==> config.mk <==
export PLATFORM = sky130hd
export DESIGN_NAME = fieldbus_master_switch_config
export DESIGN_NICKNAME = d
export VERILOG_FILES = /design/src/fieldbus_cfg_pkg.sv /design/src/fieldbus_master_switch_config.sv
export SDC_FILE = /design/constraint.sdc
export NUM_CORES = 1
export LEC_CHECK = 0
export ABC_AREA = 1
export BUFFER_PORTS_ARGS = -buffer_cell sky130_fd_sc_hd__buf_2
export CAP_MARGIN = 20
export CORE_UTILIZATION = 54
export DETAILED_ROUTE_END_ITERATION = 7
export PLACE_DENSITY = 0.8
export SETUP_SLACK_MARGIN = 0.1
export SLEW_MARGIN = 20
export SYNTH_ARGS = -nofsm -noshare
export SYNTH_HDL_FRONTEND = slang
export SYNTH_SLANG_ARGS = --single-unit
==> constraint.sdc <==
create_clock -name clk -period 2.76 [get_ports clk]
set_input_delay 0.138 -clock clk [delete_from_list [all_inputs] [get_ports clk]]
set_output_delay 0.138 -clock clk [all_outputs]
set_load 0.05 [all_outputs]
==> src/fieldbus_cfg_pkg.sv <==
// Constants, register map and carrier types of the fieldbus master switch configuration block
package fieldbus_cfg_pkg;

  // ==========================================================================
  // Clock and link timing
  // ==========================================================================
  localparam int  CLK_HZ             = 125_000_000;
  localparam real RATE_HS_KBPS       = 750.0;
  localparam real RATE_LD_KBPS       = 93.75;
  localparam int  BIT_HS_CYC         = int'(CLK_HZ / (RATE_HS_KBPS * 1000.0));
  localparam int  BIT_LD_CYC         = int'(CLK_HZ / (RATE_LD_KBPS * 1000.0));
  localparam real CYCLE_HS_NARROW_MS = 0.5;
  localparam real CYCLE_HS_WIDE_MS   = 0.8;
  localparam real CYCLE_LD_NARROW_MS = 4.0;
  localparam real CYCLE_LD_WIDE_MS   = 6.0;
  localparam int  CYC_HS_NARROW      = int'(CYCLE_HS_NARROW_MS * CLK_HZ / 1000.0);
  localparam int  CYC_HS_WIDE        = int'(CYCLE_HS_WIDE_MS * CLK_HZ / 1000.0);
  localparam int  CYC_LD_NARROW      = int'(CYCLE_LD_NARROW_MS * CLK_HZ / 1000.0);
  localparam int  CYC_LD_WIDE        = int'(CYCLE_LD_WIDE_MS * CLK_HZ / 1000.0);
  localparam int  CYC_CNT_W          = 20;
  localparam int  BIT_CNT_W          = 12;
  localparam int  SETTLE_CYC         = 3;

  // ==========================================================================
  // Allocation figures
  // ==========================================================================
  localparam logic [6:0] UNIT_MAX_NARROW    = 7'd95;
  localparam logic [6:0] UNIT_MAX_WIDE      = 7'd94;
  localparam logic [3:0] DIGIT_MAX          = 4'h9;
  localparam logic [6:0] TENS_WEIGHT        = 7'd10;
  localparam logic [4:0] WORDS_NARROW       = 5'd10;
  localparam logic [4:0] WORDS_WIDE         = 5'd20;
  localparam logic [3:0] IN_WORDS_NARROW    = 4'h4;
  localparam logic [3:0] IN_WORDS_WIDE      = 4'h8;
  localparam logic [3:0] OUT_WORDS_NARROW   = 4'h4;
  localparam logic [3:0] OUT_WORDS_WIDE     = 4'h8;
  localparam logic [2:0] STAT_WORDS_NARROW  = 3'h2;
  localparam logic [2:0] STAT_WORDS_WIDE    = 3'h4;
  localparam logic [4:0] NODES_NARROW       = 5'd8;
  localparam logic [4:0] NODES_WIDE         = 5'd16;
  localparam logic [15:0] NODE_MASK_NARROW  = 16'h00ff;
  localparam logic [15:0] NODE_MASK_WIDE    = 16'hffff;

  // ==========================================================================
  // Register map (byte addresses) and interrupt bits
  // ==========================================================================
  localparam logic [7:0] ADDR_CONFIG   = 8'h00;
  localparam logic [7:0] ADDR_STATE    = 8'h04;
  localparam logic [7:0] ADDR_CONTROL  = 8'h08;
  localparam logic [7:0] ADDR_REGTAB   = 8'h0c;
  localparam logic [7:0] ADDR_MISSING  = 8'h10;
  localparam logic [7:0] ADDR_UNREG    = 8'h14;
  localparam logic [7:0] ADDR_INT_STAT = 8'h18;
  localparam logic [7:0] ADDR_INT_MASK = 8'h1c;
  localparam int INT_W        = 5;
  localparam int INT_SET_ERR  = 0;
  localparam int INT_LINK_ERR = 1;
  localparam int INT_HALT     = 2;
  localparam int INT_MISSING  = 3;
  localparam int INT_UNREG    = 4;
  localparam logic [INT_W-1:0] INT_MASK_RESET = 5'h00;
  localparam logic [31:0]      REGTAB_RESET   = 32'h0000_0000;

  // ==========================================================================
  // Carrier types
  // ==========================================================================
  typedef struct packed {
    logic [3:0] unit_tens;
    logic [3:0] unit_ones;
    logic       wide_range;
    logic       long_distance;
    logic       stop_on_error;
    logic       reg_check;
  } switch_cfg_t;

  typedef struct packed {
    logic [6:0] unit_number;
    logic [4:0] words_total;
    logic [3:0] in_words;
    logic [3:0] out_words;
    logic [2:0] status_words;
    logic [4:0] node_count;
    logic       wide_range;
    logic       long_distance;
    logic       stop_on_error;
    logic       reg_check;
  } link_cfg_t;

  localparam switch_cfg_t SHIPPED_SWITCHES = '0;

  typedef enum logic [2:0] {
    ST_SETTLE,
    ST_CHECK,
    ST_RUN,
    ST_SET_ERROR,
    ST_HALTED
  } cfg_state_t;

endpackage

==> src/fieldbus_master_switch_config.sv <==
// Switch capture, allocation, link timing, error policy and slave check of the fieldbus master
//
// Contract
// - Unit number comes from two decimal rotary switches, tens and units.
// - Narrow range serves nodes 0-7, allocates 4 in, 4 out, 2 status words.
// - Wide range serves nodes 0-15, allocates 8 in, 8 out, 4 status words.
// - Shipped unit number reads zero on both digits.
// - Shipped option switches are all off.
// - Speed switch off gives 750 kbps, on gives 93.75 kbps.
// - Cycle time is 0.5/0.8 ms high-speed, 4.0/6.0 ms long-distance.
// - All parties share one speed; master lamp ignores mismatched slaves.
// - Stop-on-error off keeps exchanging after link error; on halts it.
// - A halted exchange resumes only after reset or unit restart.
// - Registration check switch on enables slave checking, off disables it.
// - Checking flags missing slaves and unregistered slaves against host table.
//
// Decided for this implementation: the register offsets and the Wishbone interface to the registers.
`timescale 1ns/1ns

module fieldbus_master_switch_config
  import fieldbus_cfg_pkg::*;
#(
  parameter int CYCLE_HS_NARROW = fieldbus_cfg_pkg::CYC_HS_NARROW,
  parameter int CYCLE_HS_WIDE   = fieldbus_cfg_pkg::CYC_HS_WIDE,
  parameter int CYCLE_LD_NARROW = fieldbus_cfg_pkg::CYC_LD_NARROW,
  parameter int CYCLE_LD_WIDE   = fieldbus_cfg_pkg::CYC_LD_WIDE
) (
  input  wire logic                          clk,
  input  wire logic                          reset,
  input  wire fieldbus_cfg_pkg::switch_cfg_t switch_pins,
  input  wire logic                          link_error,
  input  wire logic [31:0]                   slave_present,
  input  wire logic                          wb_cyc_i,
  input  wire logic                          wb_stb_i,
  input  wire logic                          wb_we_i,
  input  wire logic [7:0]                    wb_adr_i,
  input  wire logic [3:0]                    wb_sel_i,
  input  wire logic [31:0]                   wb_dat_i,
  output logic [31:0]                        wb_dat_o,
  output logic                               wb_ack_o,
  output fieldbus_cfg_pkg::link_cfg_t        link_cfg,
  output logic                               exchange_run,
  output logic                               link_ok_lamp,
  output logic                               setting_error,
  output logic                               exchange_halted,
  output logic                               bit_tick,
  output logic                               cycle_tick,
  output logic [31:0]                        slave_missing,
  output logic [31:0]                        slave_unregistered,
  output logic                               irq
);
  import fieldbus_cfg_pkg::*;

  initial begin
    if (CYCLE_HS_NARROW < 1 || CYCLE_HS_WIDE < 1 || CYCLE_LD_NARROW < 1 || CYCLE_LD_WIDE < 1)
      $error("cycle counts must be at least one");
    if (CYCLE_HS_NARROW >= 2**CYC_CNT_W || CYCLE_HS_WIDE >= 2**CYC_CNT_W ||
        CYCLE_LD_NARROW >= 2**CYC_CNT_W || CYCLE_LD_WIDE >= 2**CYC_CNT_W)
      $error("cycle counts exceed the cycle counter width");
  end

  // ==========================================================================
  // Switch synchroniser
  // ==========================================================================
  // Switches are mechanical pins from outside the clock domain
  switch_cfg_t sw_meta_reg;
  switch_cfg_t sw_sync_reg;

  always_ff @(posedge clk) begin
    if (reset) begin
      sw_meta_reg <= SHIPPED_SWITCHES;
      sw_sync_reg <= SHIPPED_SWITCHES;
    end else begin
      sw_meta_reg <= switch_pins;
      sw_sync_reg <= sw_meta_reg;
    end
  end

  // ==========================================================================
  // Wishbone decode and software registers
  // ==========================================================================
  logic                 bus_req;
  logic                 bus_wr;
  logic [31:0]          byte_mask;
  logic                 restart_ctl_reg;
  logic                 restart_pulse;
  logic [31:0]          regtab_reg;
  logic [INT_W-1:0]     int_stat_reg;
  logic [INT_W-1:0]     int_stat_next;
  logic [INT_W-1:0]     int_mask_reg;
  logic [INT_W-1:0]     int_set;
  logic [INT_W-1:0]     int_clr;

  assign bus_req   = wb_cyc_i & wb_stb_i;
  // Writes land on the edge where the master sees ack
  assign bus_wr    = bus_req & wb_we_i & wb_ack_o;
  assign byte_mask = {{8{wb_sel_i[3]}}, {8{wb_sel_i[2]}}, {8{wb_sel_i[1]}}, {8{wb_sel_i[0]}}};

  always_ff @(posedge clk) begin
    if (reset) begin
      wb_ack_o <= 1'b0;
    end else begin
      wb_ack_o <= bus_req & ~wb_ack_o;
    end
  end

  always_ff @(posedge clk) begin
    if (reset) begin
      restart_ctl_reg <= 1'b0;
    end else if (bus_wr && wb_adr_i == ADDR_CONTROL && wb_sel_i[0]) begin
      restart_ctl_reg <= wb_dat_i[0];
    end
  end

  // Restart fires on the falling write of the control bit, after it was set
  assign restart_pulse = bus_wr && wb_adr_i == ADDR_CONTROL && wb_sel_i[0] &&
                         restart_ctl_reg && !wb_dat_i[0];

  always_ff @(posedge clk) begin
    if (reset) begin
      regtab_reg <= REGTAB_RESET;
    end else if (bus_wr && wb_adr_i == ADDR_REGTAB) begin
      regtab_reg <= (regtab_reg & ~byte_mask) | (wb_dat_i & byte_mask);
    end
  end

  always_ff @(posedge clk) begin
    if (reset) begin
      int_mask_reg <= INT_MASK_RESET;
    end else if (bus_wr && wb_adr_i == ADDR_INT_MASK && wb_sel_i[0]) begin
      int_mask_reg <= wb_dat_i[INT_W-1:0];
    end
  end

  // ==========================================================================
  // Capture state machine
  // ==========================================================================
  cfg_state_t  state_reg;
  logic [1:0]  settle_cnt_reg;
  switch_cfg_t cap_reg;
  logic [6:0]  unit_value;
  logic [6:0]  unit_limit;
  logic        digits_ok;
  logic        range_ok;
  logic        err_halt;

  // Decimal digits; with both digits at most 9 the sum stays below 100 so seven bits hold it
  assign unit_value = (TENS_WEIGHT * {3'h0, cap_reg.unit_tens}) + {3'h0, cap_reg.unit_ones};
  assign unit_limit = cap_reg.wide_range ? UNIT_MAX_WIDE : UNIT_MAX_NARROW;
  assign digits_ok  = (cap_reg.unit_tens <= DIGIT_MAX) && (cap_reg.unit_ones <= DIGIT_MAX);
  assign range_ok   = digits_ok && (unit_value <= unit_limit);
  assign err_halt   = cap_reg.stop_on_error && link_error;

  always_ff @(posedge clk) begin
    if (reset) begin
      state_reg      <= ST_SETTLE;
      settle_cnt_reg <= 2'h0;
    end else if (restart_pulse) begin
      state_reg      <= ST_SETTLE;
      settle_cnt_reg <= 2'h0;
    end else begin
      case (state_reg)
        ST_SETTLE: begin
          // Wait for the synchroniser to carry real pin levels
          if (settle_cnt_reg == 2'(SETTLE_CYC - 1)) begin
            state_reg <= ST_CHECK;
          end else begin
            settle_cnt_reg <= settle_cnt_reg + 2'h1;
          end
        end
        ST_CHECK: begin
          state_reg <= range_ok ? ST_RUN : ST_SET_ERROR;
        end
        ST_RUN: begin
          if (err_halt) begin
            state_reg <= ST_HALTED;
          end
        end
        ST_SET_ERROR: begin
          state_reg <= ST_SET_ERROR;
        end
        ST_HALTED: begin
          // Clearing of the link fault does not matter here
          state_reg <= ST_HALTED;
        end
        default: begin
          state_reg <= ST_SETTLE;
        end
      endcase
    end
  end

  // Settings are latched once per start and frozen after that
  always_ff @(posedge clk) begin
    if (reset) begin
      cap_reg <= SHIPPED_SWITCHES;
    end else if (state_reg == ST_SETTLE && settle_cnt_reg == 2'(SETTLE_CYC - 1)) begin
      cap_reg <= sw_sync_reg;
    end
  end

  // ==========================================================================
  // Allocation output
  // ==========================================================================
  always_ff @(posedge clk) begin
    if (reset) begin
      link_cfg <= '0;
    end else if (state_reg == ST_CHECK) begin
      link_cfg.unit_number   <= unit_value;
      link_cfg.wide_range    <= cap_reg.wide_range;
      link_cfg.long_distance <= cap_reg.long_distance;
      link_cfg.stop_on_error <= cap_reg.stop_on_error;
      link_cfg.reg_check     <= cap_reg.reg_check;
      if (cap_reg.wide_range) begin
        link_cfg.words_total  <= WORDS_WIDE;
        link_cfg.in_words     <= IN_WORDS_WIDE;
        link_cfg.out_words    <= OUT_WORDS_WIDE;
        link_cfg.status_words <= STAT_WORDS_WIDE;
        link_cfg.node_count   <= NODES_WIDE;
      end else begin
        link_cfg.words_total  <= WORDS_NARROW;
        link_cfg.in_words     <= IN_WORDS_NARROW;
        link_cfg.out_words    <= OUT_WORDS_NARROW;
        link_cfg.status_words <= STAT_WORDS_NARROW;
        link_cfg.node_count   <= NODES_NARROW;
      end
    end
  end

  assign exchange_run    = (state_reg == ST_RUN);
  assign setting_error   = (state_reg == ST_SET_ERROR);
  assign exchange_halted = (state_reg == ST_HALTED);
  // Lamp follows the master's own link only; a slave on the wrong speed cannot dim it
  assign link_ok_lamp    = exchange_run && !link_error;

  // ==========================================================================
  // Bit and cycle timers
  // ==========================================================================
  logic [BIT_CNT_W-1:0] bit_cnt_reg;
  logic [BIT_CNT_W-1:0] bit_len;
  logic [CYC_CNT_W-1:0] cyc_cnt_reg;
  logic [CYC_CNT_W-1:0] cyc_len;

  assign bit_len = cap_reg.long_distance ? BIT_CNT_W'(BIT_LD_CYC) : BIT_CNT_W'(BIT_HS_CYC);

  always_comb begin
    case ({cap_reg.long_distance, cap_reg.wide_range})
      2'b00:   cyc_len = CYC_CNT_W'(CYCLE_HS_NARROW);
      2'b01:   cyc_len = CYC_CNT_W'(CYCLE_HS_WIDE);
      2'b10:   cyc_len = CYC_CNT_W'(CYCLE_LD_NARROW);
      2'b11:   cyc_len = CYC_CNT_W'(CYCLE_LD_WIDE);
      default: cyc_len = CYC_CNT_W'(CYCLE_HS_NARROW);
    endcase
  end

  always_ff @(posedge clk) begin
    if (reset || !exchange_run) begin
      bit_cnt_reg <= '0;
      bit_tick    <= 1'b0;
    end else if (bit_cnt_reg == bit_len - BIT_CNT_W'(1)) begin
      bit_cnt_reg <= '0;
      bit_tick    <= 1'b1;
    end else begin
      bit_cnt_reg <= bit_cnt_reg + BIT_CNT_W'(1);
      bit_tick    <= 1'b0;
    end
  end

  always_ff @(posedge clk) begin
    if (reset || !exchange_run) begin
      cyc_cnt_reg <= '0;
      cycle_tick  <= 1'b0;
    end else if (cyc_cnt_reg == cyc_len - CYC_CNT_W'(1)) begin
      cyc_cnt_reg <= '0;
      cycle_tick  <= 1'b1;
    end else begin
      cyc_cnt_reg <= cyc_cnt_reg + CYC_CNT_W'(1);
      cycle_tick  <= 1'b0;
    end
  end

  // ==========================================================================
  // Slave registration check
  // ==========================================================================
  // Low half holds input nodes, high half output nodes
  logic [31:0] node_mask;
  logic [31:0] missing_next;
  logic [31:0] unreg_next;
  logic        check_on;

  assign node_mask    = cap_reg.wide_range ? {NODE_MASK_WIDE, NODE_MASK_WIDE}
                                           : {NODE_MASK_NARROW, NODE_MASK_NARROW};
  assign check_on     = exchange_run && cap_reg.reg_check;
  assign missing_next = regtab_reg & ~slave_present & node_mask;
  assign unreg_next   = slave_present & ~regtab_reg & node_mask;

  always_ff @(posedge clk) begin
    if (reset || !check_on) begin
      slave_missing      <= '0;
      slave_unregistered <= '0;
    end else begin
      slave_missing      <= missing_next;
      slave_unregistered <= unreg_next;
    end
  end

  // ==========================================================================
  // Interrupt status
  // ==========================================================================
  always_comb begin
    int_set               = '0;
    int_set[INT_SET_ERR]  = (state_reg == ST_CHECK) && !range_ok;
    int_set[INT_LINK_ERR] = exchange_run && link_error;
    int_set[INT_HALT]     = exchange_run && err_halt;
    int_set[INT_MISSING]  = check_on && (missing_next != 32'h0000_0000);
    int_set[INT_UNREG]    = check_on && (unreg_next != 32'h0000_0000);
  end

  assign int_clr = (bus_wr && wb_adr_i == ADDR_INT_STAT && wb_sel_i[0]) ? wb_dat_i[INT_W-1:0] : '0;
  // A new event beats a clear in the same cycle
  assign int_stat_next = (int_stat_reg & ~int_clr) | int_set;

  always_ff @(posedge clk) begin
    if (reset) begin
      int_stat_reg <= '0;
      irq          <= 1'b0;
    end else begin
      int_stat_reg <= int_stat_next;
      irq          <= |(int_stat_next & int_mask_reg);
    end
  end

  // ==========================================================================
  // Read data
  // ==========================================================================
  always_ff @(posedge clk) begin
    if (reset) begin
      wb_dat_o <= 32'h0000_0000;
    end else if (bus_req && !wb_ack_o) begin
      case (wb_adr_i)
        ADDR_CONFIG:   wb_dat_o <= 32'(link_cfg);
        ADDR_STATE:    wb_dat_o <= {24'h000000, cap_reg.unit_tens, cap_reg.unit_ones} << 8 |
                                   {29'h0, exchange_halted, setting_error, exchange_run};
        ADDR_CONTROL:  wb_dat_o <= {31'h0, restart_ctl_reg};
        ADDR_REGTAB:   wb_dat_o <= regtab_reg;
        ADDR_MISSING:  wb_dat_o <= slave_missing;
        ADDR_UNREG:    wb_dat_o <= slave_unregistered;
        ADDR_INT_STAT: wb_dat_o <= {27'h0, int_stat_reg};
        ADDR_INT_MASK: wb_dat_o <= {27'h0, int_mask_reg};
        default:       wb_dat_o <= 32'h0000_0000;
      endcase
    end
  end

endmodule // fieldbus_master_switch_config

After elaboration in Yosys (flattened, before gate mapping)
Cells that the tools add are included.

Register bits: 248. Input bits: 94. Output and inout bits: 136. Logic and storage cells: 146.

$add $sub $neg: 6. Multipliers: 1. Order comparisons: 3. Eq/ne operators: 19. Mux-type cells: 13. Bitwise operators: 21. Reductions and logical operators: 40.

Operator list (count): 32-bit one-hot mux with 8 select lines (1); 32-bit AND (6); 32-bit NOT (3); 20-bit one-hot mux with 4 select lines (1); 32-bit nonzero test (2); 8-bit by 5-bit == test with 1-bit output, second input constant (4); 32-bit two-way mux (1); 32-bit bitwise OR (1); 1-bit logical AND (21); 21-bit two-way mux (1); 20-bit by 1-bit adder with 20-bit output, second input constant (1); 20-bit == test (1); 20-bit by 1-bit subtractor with 20-bit output, second input constant (1); 8-bit by 4-bit == test with 1-bit output, second input constant (2); 16-bit by 3-bit bitwise OR with 16-bit output (1); 3-bit one-hot mux with 5 select lines (1); 12-bit by 1-bit adder with 12-bit output, second input constant (1); 12-bit == test (1); 11-bit by 1-bit subtractor with 12-bit output, second input constant (1); 11-bit two-way mux (1); 5-bit AND (2); 8-bit by 3-bit == test with 1-bit output, second input constant (1); 4-bit less-or-equal comparator, second input constant (2); 8-bit logical NOT (1); 25 further kinds (45).

Logic depth before layout (Yosys ltp)
Gate-level depths: netlist of run 1.

Depth after elaboration: 11. Gate-level depth with buffers: 14. Depth with buffers taken out: 14.

Least setup slack after synthesis of run 1
OpenSTA, ideal clock, no wires.

Path type: register -> register. Start: reg cap_reg[9] in the netlist's numbering. End: reg state_reg[0]. Setup time: 0.129 ns. Data arrival time: 2.058 ns. Required time: 2.631 ns. Setup slack: 0.573 ns. Cell stages (with the launch flop): 14. Path buffers: 0. Clock period less this slack: 2.187 ns. Cell sequence: dfxtp_1 -> ha_1 -> ha_1 -> inv_1 -> fa_1 -> nor2_1 -> nand4_1 -> nand2_1 -> xor2_1 -> nor2_1 -> nand2_1 -> nand2_1 -> o21bai_1 -> nor2_1.

Longest elaborated chain between the ends: 6. Elaborated cells between the ends (all ways): 8. Classes of those cells: add/sub (1); mul (1); order compare (2); mux (2); reduce/logical (2).

RTL lines: start, declared (line fieldbus_master_switch_config.sv:140) `switch_cfg_t cap_reg;`; start signal, assigned (line fieldbus_master_switch_config.sv:198) `cap_reg <= sw_sync_reg;`; 3-bit by 4-bit multiplier with 6-bit output (line fieldbus_master_switch_config.sv:148) `assign unit_value = (TENS_WEIGHT * {3'h0, cap_reg.unit_tens}) + {3'h0, cap_reg.unit_ones};`; 7-bit by 4-bit adder with 7-bit output (line fieldbus_master_switch_config.sv:148); 7-bit less-or-equal comparator (line fieldbus_master_switch_config.sv:151) `assign range_ok = digits_ok && (unit_value <= unit_limit);`; 1-bit logical AND * (line fieldbus_master_switch_config.sv:151); 1-bit two-way mux * (line fieldbus_master_switch_config.sv:172) `state_reg <= range_ok ? ST_RUN : ST_SET_ERROR;`; 3-bit one-hot mux with 5 select lines * (line fieldbus_master_switch_config.sv:162) `case (state_reg)`; end signal, assigned (line fieldbus_master_switch_config.sv:172); end, declared (line fieldbus_master_switch_config.sv:138) `cfg_state_t state_reg;`.

Every way passes the cells marked *; elsewhere a longest branch is shown, timed or not. A chain may end at the register's enable or synchronous reset.

Final worst setup path of run 1
Same ends and word-level chain as after synthesis.

==> results of run 1 <==
power by group:
group          total (uW)  leakage, uW  switching (uW)  internal (uW)
clock network        3400     0.000421            1280           2120
registers            3600      0.00184             146           3450
logic                1610      0.00345            1100            514
total                8610      0.00571            2530           6080
cell usage in the layout, fill, tap and decap left out, types with 16 or more instances in the layout:
master,Yosys,final
nand2_1,292,291
dlygate4sd3_1,0,78
inv_1,149,149
a21oi_1,111,111
o21ai_0,81,81
o2111ai_1,16,16
dfxtp_1,228,228
nor2_1,176,175
xor2_1,16,16
clkbuf_16,0,25
nand3_1,39,39
ha_1,17,17
buf_2,21,220
cell families (layout without fill, tap and decap cells):
kind of cell | count (synthesis) | in the layout | synth area share
AND/OR/NAND/NOR | 580 | 580 | 0.2564
AO/OA/AOI/OAI | 237 | 237 | 0.1343
flip-flops | 228 | 228 | 0.4650
buffers and inverters | 222 | 509 | 0.09674
XOR/XNOR | 24 | 24 | 0.02141
adder cells (fa/ha/maj) | 19 | 19 | 0.02575
other | 1 | 10 | 0.0003820
cell type report:
cell class | instances | area, sq um
Clock inverter | 7 | 113.9
Sequential cell | 228 | 4564
Inverter | 156 | 585.6
Tap cell | 225 | 281.5
Fill cell | 1346 | 4942
Antenna cell | 1 | 2.502
Clock buffer | 36 | 737.0
Multi-Input combinational cell | 869 | 4338
Timing Repair Buffer | 310 | 1972
per-layer routing:
metal	part of all wire	track usage	up-vias
met5	0	0	-
met4	0.037	0.1294	0
met3	0.083	0.04741	91
met2	0.47	0.4932	473
met1	0.41	0.3860	4439
li1	-	-	4725
through the flow:
step           setup WS [ps]  hold slack, ps  instance area (sq um)    util
6_report               323.6           87.34                  12590  0.7182
5_1_grt                123.3           101.7                  12590  0.7180
2_1_floorplan          572.8           245.0                   9847       -
4_1_cts                322.7           69.61                  12590  0.7180
3_5_place_dp           331.8           346.4                  10960  0.6250
3_3_place_gp           437.9           339.6                  10960  0.6250
critical path: stages, from the launching register on:
cell and delay, ps:
dfxtp_1 430, ha_1 280, ha_1 200, inv_1 60, fa_1 430, nor2_1 170
nand4_1 90, nand2_1 80, xor2_1 140, nor2_1 60, nand2_1 120, nand2_1 80
o21bai_1 130, nor2_1 50
final timing paths:
kind	end	slack, ps
hold reg to reg	sw_sync_reg[4]	400
setup reg to reg	state_reg[0]	320
setup / recovery	state_reg[0]	320
hold / removal	sw_meta_reg[5]	90
==> reports/summary.txt, run 1 <==
status -> finished, final reports clean
cts repair resizes -> 0
io pins -> 230
Clock transition at path regs -> 60 ps
die area -> 18720 sq um
worst reg2reg path startpoint -> cap_reg[9]
Buffers on Ports -> 220
Remaining Overflow, GRT -> 0
asr flop ratio synth -> 0
ranking of synthesized cells by area -> dfxtp_1 46%, nand2_1 11%, nor2_1 6.7%
HPWL after DPL -> 19440 microns
DRT iter0 DRCs -> 769
die span in x -> 136.8 microns
Core Box Area -> 17540 sq um
Hold/Removal Path Class -> primary input to flop
worst slew pin tran -> 769.8 ps
Overall Power -> 8611 uW
Max Clock Skew -> 11.17 ps
most common cell in the netlist -> nand2_1
Worst Setup SP -> cap_reg[9]
first-pass GRT wire length -> 44150 microns
Ys Warns -> 0
Die Ht -> 136.8 microns
worst-path maximum fanout -> 5
fin crit share -> 0.8828
Setup violations, final -> 0
CP arrival -> 2820 ps
PwrDens -> 683.7 nW/um^2
worst ir drop on vdd -> 0.0006086 V
htree depth -> 1
Pins Over Slew Limit -> 0
cells on worst reg2reg path -> 13
most frequent cells after synthesis -> 292 x nand2_1, 228 x dfxtp_1, 176 x nor2_1
# clock sinks -> 228
Startpoint Class -> flop
# rows -> 48
setup bufs post-CTS -> 0
start point of the worst hold path -> reset
starting density of the core -> 0.5598
maxcap violations -> 0
ys flop type -> dfxtp_1
CP required -> 3140 ps
Routability Congestion -> 0.9090
shortest period the worst path allows -> 2436 ps
TritonCTS Buffers -> 24
Remaining DRCs -> 0
EDFF count, synth -> 0
crit path capture type -> flop
clk buf depth -> 3
DR WL/cell -> 15.53 microns
clk_lat worst skew -> 510 ps
TritonCTS clock tree -> done
max frequency -> 0.4104 GHz
layout cells sized above 1 -> 0.1949
synthesized flop and latch total -> 228
Final #Nets -> 1702
Initial DRT Pass Iterations -> 5
Tot GR Track Use -> 0.2987
dominant cell type by area after synthesis -> dfxtp_1
Hold Path Depth -> 2
# hold bufs at CTS -> 78
dpl cells -> 1710
DR vias/cell -> 5.310
top-area cell type share of the netlist area -> 0.4650
antenna-violating nets left -> 0
total wire length -> 28450 microns
Seq/Total Area, Yosys -> 0.4650
vias in the first global route -> 8885
Final Hold Viols -> 0
clock root cell -> clkbuf_16
area grow syn2layout -> 28.29%
cell area after synthesis -> 9817 sq um
Post-Syn Area per Cell -> 7.488 sq um
initial antenna violation count -> 0
largest net degree at the start of global routing -> 39
Setup TNS Final -> 0 ps
routed vias -> 9728
final non-filler cell total -> 1832
Slew HR -> 0.4853
Unique masters post-synth -> 45
LEAKAGE -> 0.005715 uW
Mapped Cells -> 1311
RSZ-0062 raised after global routing -> false
critical path type -> flop to flop
No activity file was read; power rests on OpenSTA's default activity.
==> run 2: changes to the inputs <==
==> constraint.sdc (replaced) <==
create_clock -name clk -period 2.76 [get_ports clk]
set_input_delay 0 -clock clk [delete_from_list [all_inputs] [get_ports clk]]
set_output_delay 0 -clock clk [all_outputs]
set_load 0.05 [all_outputs]
==> reports/summary.txt, run 2 (synthesis gave the netlist of run 1 again) <==
clock root cell -> clkbuf_16
Final #Nets -> 1732
TritonCTS Buffers -> 24
Max Clock Skew -> 15.14 ps
most frequent cells in the layout -> 291 x nand2_1, 227 x dfxtp_1, 220 x buf_2
R2R setup slack -> 330 ps
PwrDens -> 652.4 nW/um^2
RSZ-0062 raised after global routing -> false
worst ir drop on vdd -> 0.0008508 V
Setup violations, final -> 0
Remaining DRCs -> 0
htree depth -> 1
fin crit share -> 0.8821
worst-path maximum fanout -> 5
Worst Setup Slack, final -> 325.5 ps
Tot GR Track Use -> 0.3106
internal power -> 5831 uW
Slew HR -> 0.4894
Most common cell on crit path -> nand2_1
io pins -> 230
largest net degree at the start of global routing -> 47
layout cells sized above 1 -> 0.1896
Startpoint Class -> flop
die area -> 18720 sq um
clk_lat worst skew -> 520 ps
Buffers on Ports -> 220
Flop pwr share -> 0.430
critical path cell sequence -> ha_1 > ha_1 > inv_1 > fa_1 > nor2_1 > nand4_1 > nand2_1 > xor2_1 > nor2_1 > nand2_1 > nand3_1 > nand3_1 > nand2_1
# rows -> 48
total wire length -> 29660 microns
initial antenna violation count -> 0
status -> finished, final reports clean
crit path max-delay cell type -> fa_1
Remaining Overflow, GRT -> 0
worst slew pin tran -> 763.8 ps
sw frac -> 0.3027
crit path capture type -> flop
CP arrival -> 2830 ps
Pins Over Slew Limit -> 0
starting density of the core -> 0.5598
DR WL/cell -> 15.94 microns
Clk network pwr share -> 0.376
first-pass GRT wire length -> 45800 microns
clk buf depth -> 3
fin area -> 12820 sq um
HPWL after DPL -> 19270 microns
slowest stage delay, CP -> 440 ps
area grow syn2layout -> 30.56%
die span in x -> 136.8 microns
DP Area -> 10970 sq um
DRT iter0 DRCs -> 926
Core Box Area -> 17540 sq um
Initial DRT Pass Iterations -> 5
# clock sinks -> 228
CP required -> 3160 ps
Final Hold Viols -> 0
leading cell type in the layout, fill and taps excluded -> nand2_1
max frequency -> 0.4108 GHz
maxcap violations -> 0
vias in the first global route -> 9449
TritonCTS clock tree -> done
Net Switching -> 2531 uW
FILL cells -> 1311
Hold/Removal Path Class -> primary input to flop
routed vias -> 9981
Comb pwr share -> 0.194
Die Ht -> 136.8 microns
Setup TNS Final -> 0 ps
critical path type -> flop to flop
shortest period the worst path allows -> 2435 ps
ANT cells -> 0
Clock transition at path regs -> 60 ps
DR vias/cell -> 5.366
antenna-violating nets left -> 0
Routability Congestion -> 0.9155
post-place setup slack -> 347.1 ps
LEAKAGE -> 0.005867 uW
==> run 2: layout make-up <==
cell class	instances	area, sq um	area share
Sequential cell	228	4566	0.3562
Multi-Input combinational cell	869	4338	0.3384
Clock inverter	6	55.05	0.004295
Timing Repair Buffer	340	2285	0.1783
Inverter	156	585.6	0.04569
Clock buffer	36	706.9	0.05515
Tap cell	225	281.5	0.02196
==> run 2: critical path, delay by kind of cell, from the launching register on <==
kind                     cells  cell delay, ps
flip-flops                   1             350
buffers and inverters        1              70
AND/OR/NAND/NOR              8             800
adder cells (fa/ha/maj)      3             940
XOR/XNOR                     1             150
==> run 2: layer usage <==
metal | global-route usage | routed length [microns] | up-vias
met4 | 0.1532 | 1320 | 0
li1 | - | - | 4785
met2 | 0.5262 | 13740 | 506
met3 | 0.05111 | 2468 | 113
met1 | 0.3819 | 12120 | 4577
met5 | 0 | 0 | -
==> run 2: repair_timing <==
item                                    CTS  global route
endpoints found under the setup margin    0             1
endpoints found under the hold margin   136             0
hold buffers                            108             0
setup buffers                             0             0
gates resized for setup                   0             1
==> run 2: final timing paths <==
| kind | from | end | depth (start not counted) |
|---|---|---|---|
| setup / recovery | cap_reg[9] | irq | 13 |
| hold / removal | wb_sel_i[0] | int_stat_reg[2] | 6 |
| setup reg to reg | cap_reg[9] | irq | 13 |
| hold reg to reg | sw_meta_reg[11] | sw_sync_reg[11] | 2 |
==> run 2: power by group through the flow <==
stage,combinational (uW),sequential [uW],clock (uW)
after floorplan,975,3800,0
after global placement,1470,3660,0
after detailed placement,1490,3660,0
after CTS,1600,3590,3160
after global routing,1780,3620,3280
final,1620,3590,3140
==> run 2: metrics by stage <==
stage	hold slack (ps)	utilization	total power [uW]	std cells
2_1_floorplan	107.0	-	4775	1319
3_3_place_gp	201.7	0.6257	5125	1710
3_5_place_dp	208.5	0.6257	5151	1710
4_1_cts	37.44	0.7308	8354	1860
5_1_grt	77.11	0.7309	8673	1860
6_report	46.70	0.7309	8362	1860
